==> src/core/psc_pkg.sv <==
/*
  constants shared by the power-supply sequence and configuration block:
  command codes, value limits, reset values and timing figures.
  assumes values arrive as plain unsigned integers (ms, V, 0.1 V units).
*/
`default_nettype none
package psc_pkg;
  // ***************************
  // command codes
  // ***************************
  localparam logic [7:0] CMD_STORE_ALL = 8'h15;
  localparam logic [7:0] CMD_AC_START  = 8'h35;
  localparam logic [7:0] CMD_AC_STOP   = 8'h36;
  localparam logic [7:0] CMD_VIN_MON   = 8'h88;
  localparam logic [7:0] CMD_ROLE_SEL  = 8'hD5;
  localparam logic [7:0] CMD_FAN       = 8'hD6;
  localparam logic [7:0] CMD_RC_DELAY  = 8'hD9;
  localparam logic [7:0] CMD_VIN_DELAY = 8'hDA;
  localparam logic [7:0] CMD_SLEW      = 8'hDB;
  localparam logic [7:0] CMD_AUX       = 8'hDC;
  localparam logic [7:0] CMD_DC_START  = 8'hDD;
  localparam logic [7:0] CMD_DC_STOP   = 8'hDE;
  localparam logic [7:0] CMD_FREQ_MON  = 8'hE9;
  localparam logic [7:0] CMD_ROLE_RB   = 8'hEC;
  // ***************************
  // limits and reset values
  // ***************************
  localparam logic [15:0] RC_DELAY_MAX   = 16'h0F3C;
  localparam logic [15:0] RC_DELAY_RST   = 16'h0000;
  localparam logic [15:0] START_SPEC_MS  = 16'h01F4;
  localparam logic [15:0] VIN_DELAY_MAX  = 16'hFA00;
  localparam logic [15:0] AC_START_MIN   = 16'h003C;
  localparam logic [15:0] AC_START_MAX   = 16'h00F0;
  localparam logic [15:0] AC_STOP_MIN    = 16'h0032;
  localparam logic [15:0] AC_STOP_MAX    = 16'h00C8;
  localparam logic [15:0] AC_GAP         = 16'h0005;
  localparam logic [15:0] AC_START_RST   = 16'h0055;
  localparam logic [15:0] AC_STOP_RST    = 16'h004B;
  localparam logic [15:0] DC_START_MIN   = 16'h0050;
  localparam logic [15:0] DC_START_MAX   = 16'h0154;
  localparam logic [15:0] DC_STOP_MIN    = 16'h0046;
  localparam logic [15:0] DC_STOP_MAX    = 16'h0118;
  localparam logic [15:0] DC_GAP         = 16'h000A;
  localparam logic [15:0] DC_START_RST   = 16'h0078;
  localparam logic [15:0] DC_STOP_RST    = 16'h0064;
  localparam logic [15:0] AUX_MIN        = 16'h002F;
  localparam logic [15:0] AUX_MAX        = 16'h007E;
  localparam logic [15:0] AUX_RST        = 16'h0078;
  localparam logic [1:0]  SLEW_RST       = 2'h0;
  localparam logic [1:0]  ROLE_RST       = 2'h0;
  localparam logic [1:0]  ROLE_MASTER    = 2'h1;
  localparam logic [1:0]  ROLE_SLAVE     = 2'h3;
  // ***************************
  // timing
  // ***************************
  localparam int          CLK_PERIOD_NS  = 25;
  localparam int          MS_NS          = 1000000;
  localparam int          MS_CYCLES      = MS_NS / CLK_PERIOD_NS;
  localparam logic [16:0] INT_DELAY_MS   = 17'h0_02BC;
  typedef enum logic [1:0] {
    ST_OFF  = 2'b00,
    ST_WAIT = 2'b01,
    ST_ON   = 2'b10
  } psc_state_t;
endpackage : psc_pkg
`default_nettype wire

==> src/core/psc_config_regs.sv <==
/*
  command-register bank and start-up sequencer of a power-supply target.
  assumes a command decoder on the same clock presents one command per
  i_cmd_valid pulse; pins are asynchronous and synchronised here.
*/
// What this block does
// - remote-on delay 0..3900 ms, default 0
// - bus on-command uses same remote-on delay
// - pin on at power-up adds 700 ms
// - input-on delay start-spec..64000 ms
// - both delays apply: wait the larger
// - deferred settings load only at start-up
// - slew byte: bits 1-0 writable only
// - slew code drives all output ramps
// - ac start 60..240, above stop+5
// - ac stop 50..200, below start-5
// - dc start 80..340, above stop+10
// - dc stop 70..280, below start-10
// - fan byte bit0: auto or maximum
// - aux setpoint up to 12.6 V, default 12
// - role select: pin, master or slave
// - role readback bit0: slave is one
// - input voltage monitor returns rms value
// - frequency monitor reads zero on dc
// - store copies deferred settings to nonvolatile copy
`timescale 1ns/1ps
`default_nettype none
module psc_config_regs
  import psc_pkg::*;
#(
  parameter int MS_TICK_CYCLES = MS_CYCLES
) (
  input  wire logic        i_clock,
  input  wire logic        i_reset,
  input  wire logic        i_cmd_valid,
  input  wire logic        i_cmd_write,
  input  wire logic [7:0]  i_cmd_code,
  input  wire logic [15:0] i_cmd_data,
  output var  logic        o_rsp_valid,
  output var  logic        o_rsp_error,
  output var  logic [15:0] o_rsp_data,
  input  wire logic        i_input_power_pin,
  input  wire logic        i_remote_control_pin,
  input  wire logic        i_follower_select_pin,
  input  wire logic        i_bus_on_request,
  input  wire logic [15:0] i_vin_rms,
  input  wire logic [15:0] i_vin_freq,
  input  wire logic        i_input_is_dc,
  output var  logic        o_output_start,
  output var  logic [1:0]  o_slew_code,
  output var  logic        o_fan_max,
  output var  logic [15:0] o_aux_setpoint,
  output var  logic        o_role_slave,
  output var  logic [15:0] o_ac_start_level,
  output var  logic [15:0] o_ac_stop_level,
  output var  logic [15:0] o_dc_start_level,
  output var  logic [15:0] o_dc_stop_level
);
  // ***************************
  // helpers
  // ***************************
  function automatic logic in_range(input logic [15:0] v,
                                    input logic [15:0] lo,
                                    input logic [15:0] hi);
    in_range = (v >= lo) && (v <= hi);
  endfunction : in_range

  // widened so that level plus gap cannot wrap
  function automatic logic above(input logic [15:0] a,
                                 input logic [15:0] b,
                                 input logic [15:0] gap);
    above = {1'b0, a} > ({1'b0, b} + {1'b0, gap});
  endfunction : above

  function automatic logic [16:0] sat_inc(input logic [16:0] v);
    sat_inc = (&v) ? v : v + 17'h0_0001;
  endfunction : sat_inc

  // ***************************
  // pin synchronisers
  // ***************************
  logic [2:0] sync1_reg;
  logic [2:0] sync2_reg;
  logic       pwr_q_reg;
  logic       pwr_on;
  logic       rc_on;
  logic       follower_on;
  logic       pwr_rise;

  always_ff @(posedge i_clock) begin
    if (i_reset) begin
      sync1_reg <= 3'h0;
      sync2_reg <= 3'h0;
      pwr_q_reg <= 1'b0;
    end else begin
      sync1_reg <= {i_follower_select_pin, i_remote_control_pin,
                    i_input_power_pin};
      sync2_reg <= sync1_reg;
      pwr_q_reg <= sync2_reg[0];
    end
  end

  assign pwr_on      = sync2_reg[0];
  assign rc_on       = sync2_reg[1];
  assign follower_on = sync2_reg[2];
  assign pwr_rise    = pwr_on & ~pwr_q_reg;

  // ***************************
  // command decode
  // ***************************
  logic [15:0] rc_delay_reg, vin_delay_reg, ac_start_reg, ac_stop_reg;
  logic [15:0] dc_start_reg, dc_stop_reg, aux_reg;
  logic [1:0]  slew_reg, role_reg;
  logic        fan_reg;
  logic        hit, ok, ro, send, err, wr_take;
  logic [15:0] rd_data;
  logic [15:0] d;

  assign d = i_cmd_data;

  always_comb begin
    hit     = 1'b1;
    ok      = 1'b1;
    ro      = 1'b0;
    send    = 1'b0;
    rd_data = 16'h0000;
    case (i_cmd_code)
      CMD_RC_DELAY: begin
        ok      = d <= RC_DELAY_MAX;
        rd_data = rc_delay_reg;
      end
      CMD_VIN_DELAY: begin
        ok      = in_range(d, START_SPEC_MS, VIN_DELAY_MAX);
        rd_data = vin_delay_reg;
      end
      CMD_SLEW: rd_data = {14'h0000, slew_reg};
      CMD_AC_START: begin
        ok = in_range(d, AC_START_MIN, AC_START_MAX)
             && above(d, ac_stop_reg, AC_GAP);
        rd_data = ac_start_reg;
      end
      CMD_AC_STOP: begin
        ok = in_range(d, AC_STOP_MIN, AC_STOP_MAX)
             && above(ac_start_reg, d, AC_GAP);
        rd_data = ac_stop_reg;
      end
      CMD_DC_START: begin
        ok = in_range(d, DC_START_MIN, DC_START_MAX)
             && above(d, dc_stop_reg, DC_GAP);
        rd_data = dc_start_reg;
      end
      CMD_DC_STOP: begin
        ok = in_range(d, DC_STOP_MIN, DC_STOP_MAX)
             && above(dc_start_reg, d, DC_GAP);
        rd_data = dc_stop_reg;
      end
      CMD_FAN: rd_data = {15'h0000, fan_reg};
      CMD_AUX: begin
        ok      = in_range(d, AUX_MIN, AUX_MAX);
        rd_data = aux_reg;
      end
      CMD_ROLE_SEL: rd_data = {14'h0000, role_reg};
      CMD_ROLE_RB: begin
        ro      = 1'b1;
        rd_data = {15'h0000, o_role_slave};
      end
      CMD_VIN_MON: begin
        ro      = 1'b1;
        rd_data = i_vin_rms;
      end
      CMD_FREQ_MON: begin
        ro      = 1'b1;
        rd_data = i_input_is_dc ? 16'h0000 : i_vin_freq;
      end
      CMD_STORE_ALL: send = 1'b1;
      default: hit = 1'b0;
    endcase
  end

  // a refused write changes nothing and answers with an error
  assign err = ~hit | (i_cmd_write & (ro | ~ok))
               | (~i_cmd_write & send);
  assign wr_take = i_cmd_valid & i_cmd_write & ~err;

  // ***************************
  // response
  // ***************************
  always_ff @(posedge i_clock) begin
    if (i_reset) begin
      o_rsp_valid <= 1'b0;
      o_rsp_error <= 1'b0;
      o_rsp_data  <= 16'h0000;
    end else begin
      o_rsp_valid <= i_cmd_valid;
      o_rsp_error <= i_cmd_valid & err;
      o_rsp_data  <= (i_cmd_valid & ~i_cmd_write & ~err) ? rd_data
                                                        : 16'h0000;
    end
  end

  // ***************************
  // working settings
  // ***************************
  always_ff @(posedge i_clock) begin
    if (i_reset) begin
      rc_delay_reg  <= RC_DELAY_RST;
      vin_delay_reg <= START_SPEC_MS;
      ac_start_reg  <= AC_START_RST;
      ac_stop_reg   <= AC_STOP_RST;
      dc_start_reg  <= DC_START_RST;
      dc_stop_reg   <= DC_STOP_RST;
      aux_reg       <= AUX_RST;
      slew_reg      <= SLEW_RST;
      role_reg      <= ROLE_RST;
      fan_reg       <= 1'b0;
    end else if (wr_take) begin
      case (i_cmd_code)
        CMD_RC_DELAY:  rc_delay_reg  <= d;
        CMD_VIN_DELAY: vin_delay_reg <= d;
        CMD_AC_START:  ac_start_reg  <= d;
        CMD_AC_STOP:   ac_stop_reg   <= d;
        CMD_DC_START:  dc_start_reg  <= d;
        CMD_DC_STOP:   dc_stop_reg   <= d;
        CMD_AUX:       aux_reg       <= d;
        CMD_SLEW:      slew_reg      <= d[1:0];
        CMD_ROLE_SEL:  role_reg      <= d[1:0];
        CMD_FAN:       fan_reg       <= d[0];
        default: ;
      endcase
    end
  end

  // ***************************
  // nonvolatile image and start-up load
  // ***************************
  // the image only models the stored copy; real retention is outside
  logic [15:0] nv_vin_delay, nv_ac_start, nv_ac_stop;
  logic [15:0] nv_dc_start, nv_dc_stop, act_vin_delay;
  logic [1:0]  nv_role, act_role;

  always_ff @(posedge i_clock) begin
    if (i_reset) begin
      nv_vin_delay <= START_SPEC_MS;
      nv_ac_start  <= AC_START_RST;
      nv_ac_stop   <= AC_STOP_RST;
      nv_dc_start  <= DC_START_RST;
      nv_dc_stop   <= DC_STOP_RST;
      nv_role      <= ROLE_RST;
    end else if (wr_take && send) begin
      nv_vin_delay <= vin_delay_reg;
      nv_ac_start  <= ac_start_reg;
      nv_ac_stop   <= ac_stop_reg;
      nv_dc_start  <= dc_start_reg;
      nv_dc_stop   <= dc_stop_reg;
      nv_role      <= role_reg;
    end
  end

  // deferred values change only as input power comes up
  always_ff @(posedge i_clock) begin
    if (i_reset) begin
      act_vin_delay    <= START_SPEC_MS;
      o_ac_start_level <= AC_START_RST;
      o_ac_stop_level  <= AC_STOP_RST;
      o_dc_start_level <= DC_START_RST;
      o_dc_stop_level  <= DC_STOP_RST;
      act_role         <= ROLE_RST;
    end else if (pwr_rise) begin
      act_vin_delay    <= nv_vin_delay;
      o_ac_start_level <= nv_ac_start;
      o_ac_stop_level  <= nv_ac_stop;
      o_dc_start_level <= nv_dc_start;
      o_dc_stop_level  <= nv_dc_stop;
      act_role         <= nv_role;
    end
  end

  // ***************************
  // millisecond timers
  // ***************************
  logic [15:0] tick_cnt;
  logic        ms_tick;
  logic [16:0] power_ms, req_ms, extra_ms;
  logic        req_on;

  assign ms_tick = tick_cnt == 16'(MS_TICK_CYCLES - 1);
  assign req_on  = rc_on | i_bus_on_request;

  always_ff @(posedge i_clock) begin
    if (i_reset || ms_tick)
      tick_cnt <= 16'h0000;
    else
      tick_cnt <= tick_cnt + 16'h0001;
  end

  always_ff @(posedge i_clock) begin
    if (i_reset || !pwr_on)
      power_ms <= 17'h0_0000;
    else if (ms_tick)
      power_ms <= sat_inc(power_ms);
  end

  always_ff @(posedge i_clock) begin
    if (i_reset || !pwr_on || !req_on)
      req_ms <= 17'h0_0000;
    else if (ms_tick)
      req_ms <= sat_inc(req_ms);
  end

  always_ff @(posedge i_clock) begin
    if (i_reset || !req_on)
      extra_ms <= 17'h0_0000;
    else if (pwr_rise)
      extra_ms <= INT_DELAY_MS;
  end

  // ***************************
  // start-up sequencer
  // ***************************
  // both timers must expire, so the longer delay governs
  logic       ready;
  psc_state_t state_reg, state_next;

  assign ready = (power_ms >= {1'b0, act_vin_delay} + extra_ms)
                 && (req_ms >= {1'b0, rc_delay_reg} + extra_ms);

  always_comb begin
    state_next = state_reg;
    case (state_reg)
      ST_OFF:  if (pwr_on && req_on) state_next = ST_WAIT;
      ST_WAIT: if (ready) state_next = ST_ON;
      ST_ON:   state_next = ST_ON;
      default: state_next = ST_OFF;
    endcase
    if (!pwr_on || !req_on)
      state_next = ST_OFF;
  end

  always_ff @(posedge i_clock) begin
    if (i_reset) begin
      state_reg      <= ST_OFF;
      o_output_start <= 1'b0;
    end else begin
      state_reg      <= state_next;
      o_output_start <= state_next == ST_ON;
    end
  end

  // ***************************
  // accessory outputs
  // ***************************
  logic role_next;

  always_comb begin
    case (act_role)
      ROLE_MASTER: role_next = 1'b0;
      ROLE_SLAVE:  role_next = 1'b1;
      default:     role_next = follower_on;
    endcase
  end

  // one slew code for power-on, remote, trim pin and voltage command
  always_ff @(posedge i_clock) begin
    if (i_reset) begin
      o_slew_code    <= SLEW_RST;
      o_fan_max      <= 1'b0;
      o_aux_setpoint <= AUX_RST;
      o_role_slave   <= 1'b0;
    end else begin
      o_slew_code    <= slew_reg;
      o_fan_max      <= fan_reg;
      o_aux_setpoint <= aux_reg;
      o_role_slave   <= role_next;
    end
  end
endmodule : psc_config_regs
`default_nettype wire

==> config.mk <==
export PLATFORM = sky130hd
export DESIGN_NAME = psc_config_regs
export DESIGN_NICKNAME = d
export VERILOG_FILES = /design/src/core/psc_pkg.sv /design/src/core/psc_config_regs.sv
export SDC_FILE = /design/constraint.sdc
export NUM_CORES = 1
export LEC_CHECK = 0
export ABC_AREA = 1
export BUFFER_PORTS_ARGS = -buffer_cell sky130_fd_sc_hd__buf_2
export CAP_MARGIN = 40
export CORE_MARGIN = 5
export CORE_UTILIZATION = 30
export CTS_CLUSTER_DIAMETER = 50
export DETAILED_ROUTE_END_ITERATION = 16
export MAX_ROUTING_LAYER = met4
export SLEW_MARGIN = 20
export SYNTH_ARGS = -nofsm -noshare
export SYNTH_HDL_FRONTEND = slang
export SYNTH_SLANG_ARGS = --single-unit
==> constraint.sdc <==
create_clock -name i_clock -period 8.6 [get_ports i_clock]
set_input_delay 2.58 -clock i_clock [delete_from_list [all_inputs] [get_ports i_clock]]
set_output_delay 2.58 -clock i_clock [all_outputs]
set_load 0.02 [all_outputs]
==> results.yml <==
timing:
  layout_min_cycle_time_ns: 6.58
  hold_slack_ns: 0.404
  clock-skew-final_ns: 0.0304
  slew_headroom_pct: 45.4
  maxSlewViolCount: 0
  report.final.hold_viol_count: 0
  setup_repair_after_global_routing_missed_its_margin: "false"
  timing.fmax_mhz: 152
  layout_worst_path_cycle_share_pct: 76.5
  report.final.setup_viol: 0
  timing.setup.tns_ns: 0
  worst-slew-pin-transition_ns: 0.819
  postLayoutSetupSlackWorst_ns: 2.02
clocking:
  clk_path_buf_depth: 3
  ctsHtreeMaxLevel: 2
  clock_transition_time_at_the_flip_flop_clock_pins_of_the_worst_setup_and_hold_paths_ns: 0.06
  insertion_delay_to_the_later_sink_of_the_worst_skew_pair_ns: 0.60
  cts.sink_count: 380
  clock-root-buffer: "sky130_fd_sc_hd__clkbuf_16"
  cts_resized: 0
  cts_post_setup_buffers_inserted: 0
  cts-buffers-inserted: 54
  cts.hold.buffers_added: 0
  cts_tree: "built"
critical_path:
  timing.critical_path.buf_inv: 4
  critical_path_class: "in -> reg"
  element_type_at_the_critical_path_start: "primary input"
  path_delay_family: "simple AND/OR/NAND/NOR gates"
  r2r-start: "ac_stop_reg[1]"
  reg2reg_depth: 25
  crit_path_end_kind: "flip-flop"
  cp.depth: 26
  r2r-end: "nv_dc_start[14]"
  crit_path_max_fanout: 107
  critPathSlowestCell: "sky130_fd_sc_hd__nand4_4"
  critical_path.max_stage_delay_ns: 0.45
  critPathArrivalTime_ns: 7.08
  critPathCapture: "nv_dc_start[14]"
  cp_data_required_time_ns: 9.09
  flop2flop_setup_slack_ns: 3.59
  critPathLaunch: "i_cmd_data[0]"
synthesis:
  seq_area_frac_synth_pct: 38.4
  synthDominantAreaCellType: "sky130_fd_sc_hd__dfxtp_1"
  syn_avg_cell_area_um2: 7.05
  yosys.cell_types.count: 52
  synth_async_sr_flop_share_pct: 0
  synth.yosys.warnings: 0
  synth_area_leaders: "sky130_fd_sc_hd__dfxtp_1 (38%), sky130_fd_sc_hd__nand2_1 (11%), sky130_fd_sc_hd__nor2_1 (8.6%)"
  synth_seq_cells: 380
  post_syn_instances: 2808
  synth_enable_flop_cells: 0
  post_synthesis_net_count: 2996
  mappedNetlistArea_mm2: 0.0198
  netlist.area_leader.share_pct: 38.4
  synth_ff_type: "sky130_fd_sc_hd__dfxtp_1"
finish:
  layout.core_utilization_pct: 35.5
  non_filler_cells_final: 3848
  mostFrequentLayoutCells: "sky130_fd_sc_hd__nand2_1 (586), sky130_fd_sc_hd__nor2_1 (455), sky130_fd_sc_hd__dfxtp_1 (380), sky130_fd_sc_hd__inv_1 (322), sky130_fd_sc_hd__a21oi_1 (184)"
  leading_registers_by_flop_count: "power_ms (17), req_ms (17)"
  area_of_combinational_cells_with_multiple_inputs_mm2: 0.0104
  area.sequential_mm2: 0.00761
  num-fill-cells: 7101
  finish.instance_area_mm2: 0.0233
  finalNetCount: 3125
  layout_commonest_cell: "sky130_fd_sc_hd__nand2_1"
  layout-drive-gt1-share_pct: 12.1
  syn_to_final_growth_pct: 17.5
global_route:
  grt_usage_pct: 18.4
  global_route.overflow_total: 0
  wire_length_of_the_first_global_routing_pass_um: 99900
  antenna_found_initial: 2
  grt_pass1_vias: 17100
  maximum_number_of_pins_on_one_net_before_global_route_repair: 148
placed_design:
  final_replace_weighted_congestion: 0.976
  numPortBuffers: 167
  pre_cts_slack_ns: 1.56
  total_placed_cells_including_tap_cells: 3744
  dp_hpwl_um: 49400
  dpl_cell_area_mm2: 0.0213
power_and_ir_drop:
  report.power.total_mw: 4.39
  power.density_cell_area_mw_per_mm2: 189
  power_leakage_nw: 11.0
  ir_drop_mv: 0.150
die:
  die_y_um: 267
  die_w_um: 267
  boundaryPins: 168
  row_count: 94
  start_util_pct: 30.2
  core_area_mm2: 0.0656
  die_footprint_mm2: 0.0713
route:
  drtAntennaViolNets: 0
  detail_route.iter0.violations: 1470
  via_count: 18400
  remaining_drc_errors: 0
  wire_per_inst_um: 17.3
  post_drt_via_cell_ratio: 4.78
  drt_first_pass_iters: 5
  postRouteWirelength_um: 66500
outcome:
  run_status: "completed"
hold_path:
  hold_path_class: "reg -> reg"
flow_run:
  cap_viol_max_count: 0
## synth_stat cells (10+ instances only)
master / n
sky130_fd_sc_hd__xor2_1: 66
sky130_fd_sc_hd__nor4_1: 18
sky130_fd_sc_hd__nor3_1: 54
sky130_fd_sc_hd__ha_1: 121
sky130_fd_sc_hd__buf_2: 32
sky130_fd_sc_hd__o22ai_1: 15
sky130_fd_sc_hd__o21ai_0: 140
sky130_fd_sc_hd__nor2_1: 456
sky130_fd_sc_hd__inv_1: 322
sky130_fd_sc_hd__a21oi_1: 184
sky130_fd_sc_hd__nand4_1: 71
sky130_fd_sc_hd__nor2_2: 16
sky130_fd_sc_hd__buf_4: 11
sky130_fd_sc_hd__nand2_2: 10
sky130_fd_sc_hd__xnor2_1: 11
sky130_fd_sc_hd__clkbuf_1: 59
sky130_fd_sc_hd__dfxtp_1: 380
sky130_fd_sc_hd__a2111oi_0: 11
sky130_fd_sc_hd__nand2_1: 586
sky130_fd_sc_hd__inv_2: 23
sky130_fd_sc_hd__nand3_1: 117
## report_power, final
part           leakage (nW)  switching (mW)  internal, mW
Combinational          6.99           0.200        0.0841
Clock                 0.927           0.905          1.40
Sequential             3.07          0.0124          1.78
## cell type report
class,instances,share of cell area [%]
clock inverter,36,1.79
tap,864,4.65
sequential,380,32.7
multi-input combinational,1967,44.5
antenna,2,0.0215
inverter,351,5.68
clock buffer,65,6.34
timing repair buffer,183,4.31
## logic make-up (layout without fill, tap and decap cells)
family | after synthesis | count (layout) | share of synthesized area [%]
simple gates | 1358 | 1358 | 29.5
compound gates | 409 | 409 | 11.5
fa+ha+maj | 123 | 123 | 7.85
buf+inv | 461 | 635 | 9.36
flops | 380 | 380 | 38.4
other cells | 0 | 2 | 0
xor+xnor | 77 | 77 | 3.41
## metal layers
layer	GRT usage, %	vias up	wire (µm)
li1	-	9364	-
met1	22.9	8358	28300
met2	29.3	524	30800
met3	3.35	145	4180
met4	8.22	0	3310
met5	-	-	0
## tightest hold or removal path: stages, from the launching register on
cell,delay [ns]
sky130_fd_sc_hd__dfxtp_1,0.29
sky130_fd_sc_hd__inv_1,0.04
sky130_fd_sc_hd__nor2_1,0.03
## worst min-delay path by stage
stage                               to  cells after the start  slack (ns)    startpoint
final                     sync2_reg[1]                      2        0.40  sync1_reg[1]
after global routing      sync2_reg[1]                      2        0.42  sync1_reg[1]
after CTS                 sync2_reg[2]                      2        0.40  sync1_reg[2]
after floorplan           sync2_reg[0]                      2        0.39  sync1_reg[0]
after detailed placement  sync2_reg[2]                      2        0.39  sync1_reg[2]
after global placement    sync2_reg[2]                      2        0.39  sync1_reg[2]
No activity file was read; power rests on OpenSTA's default activity.
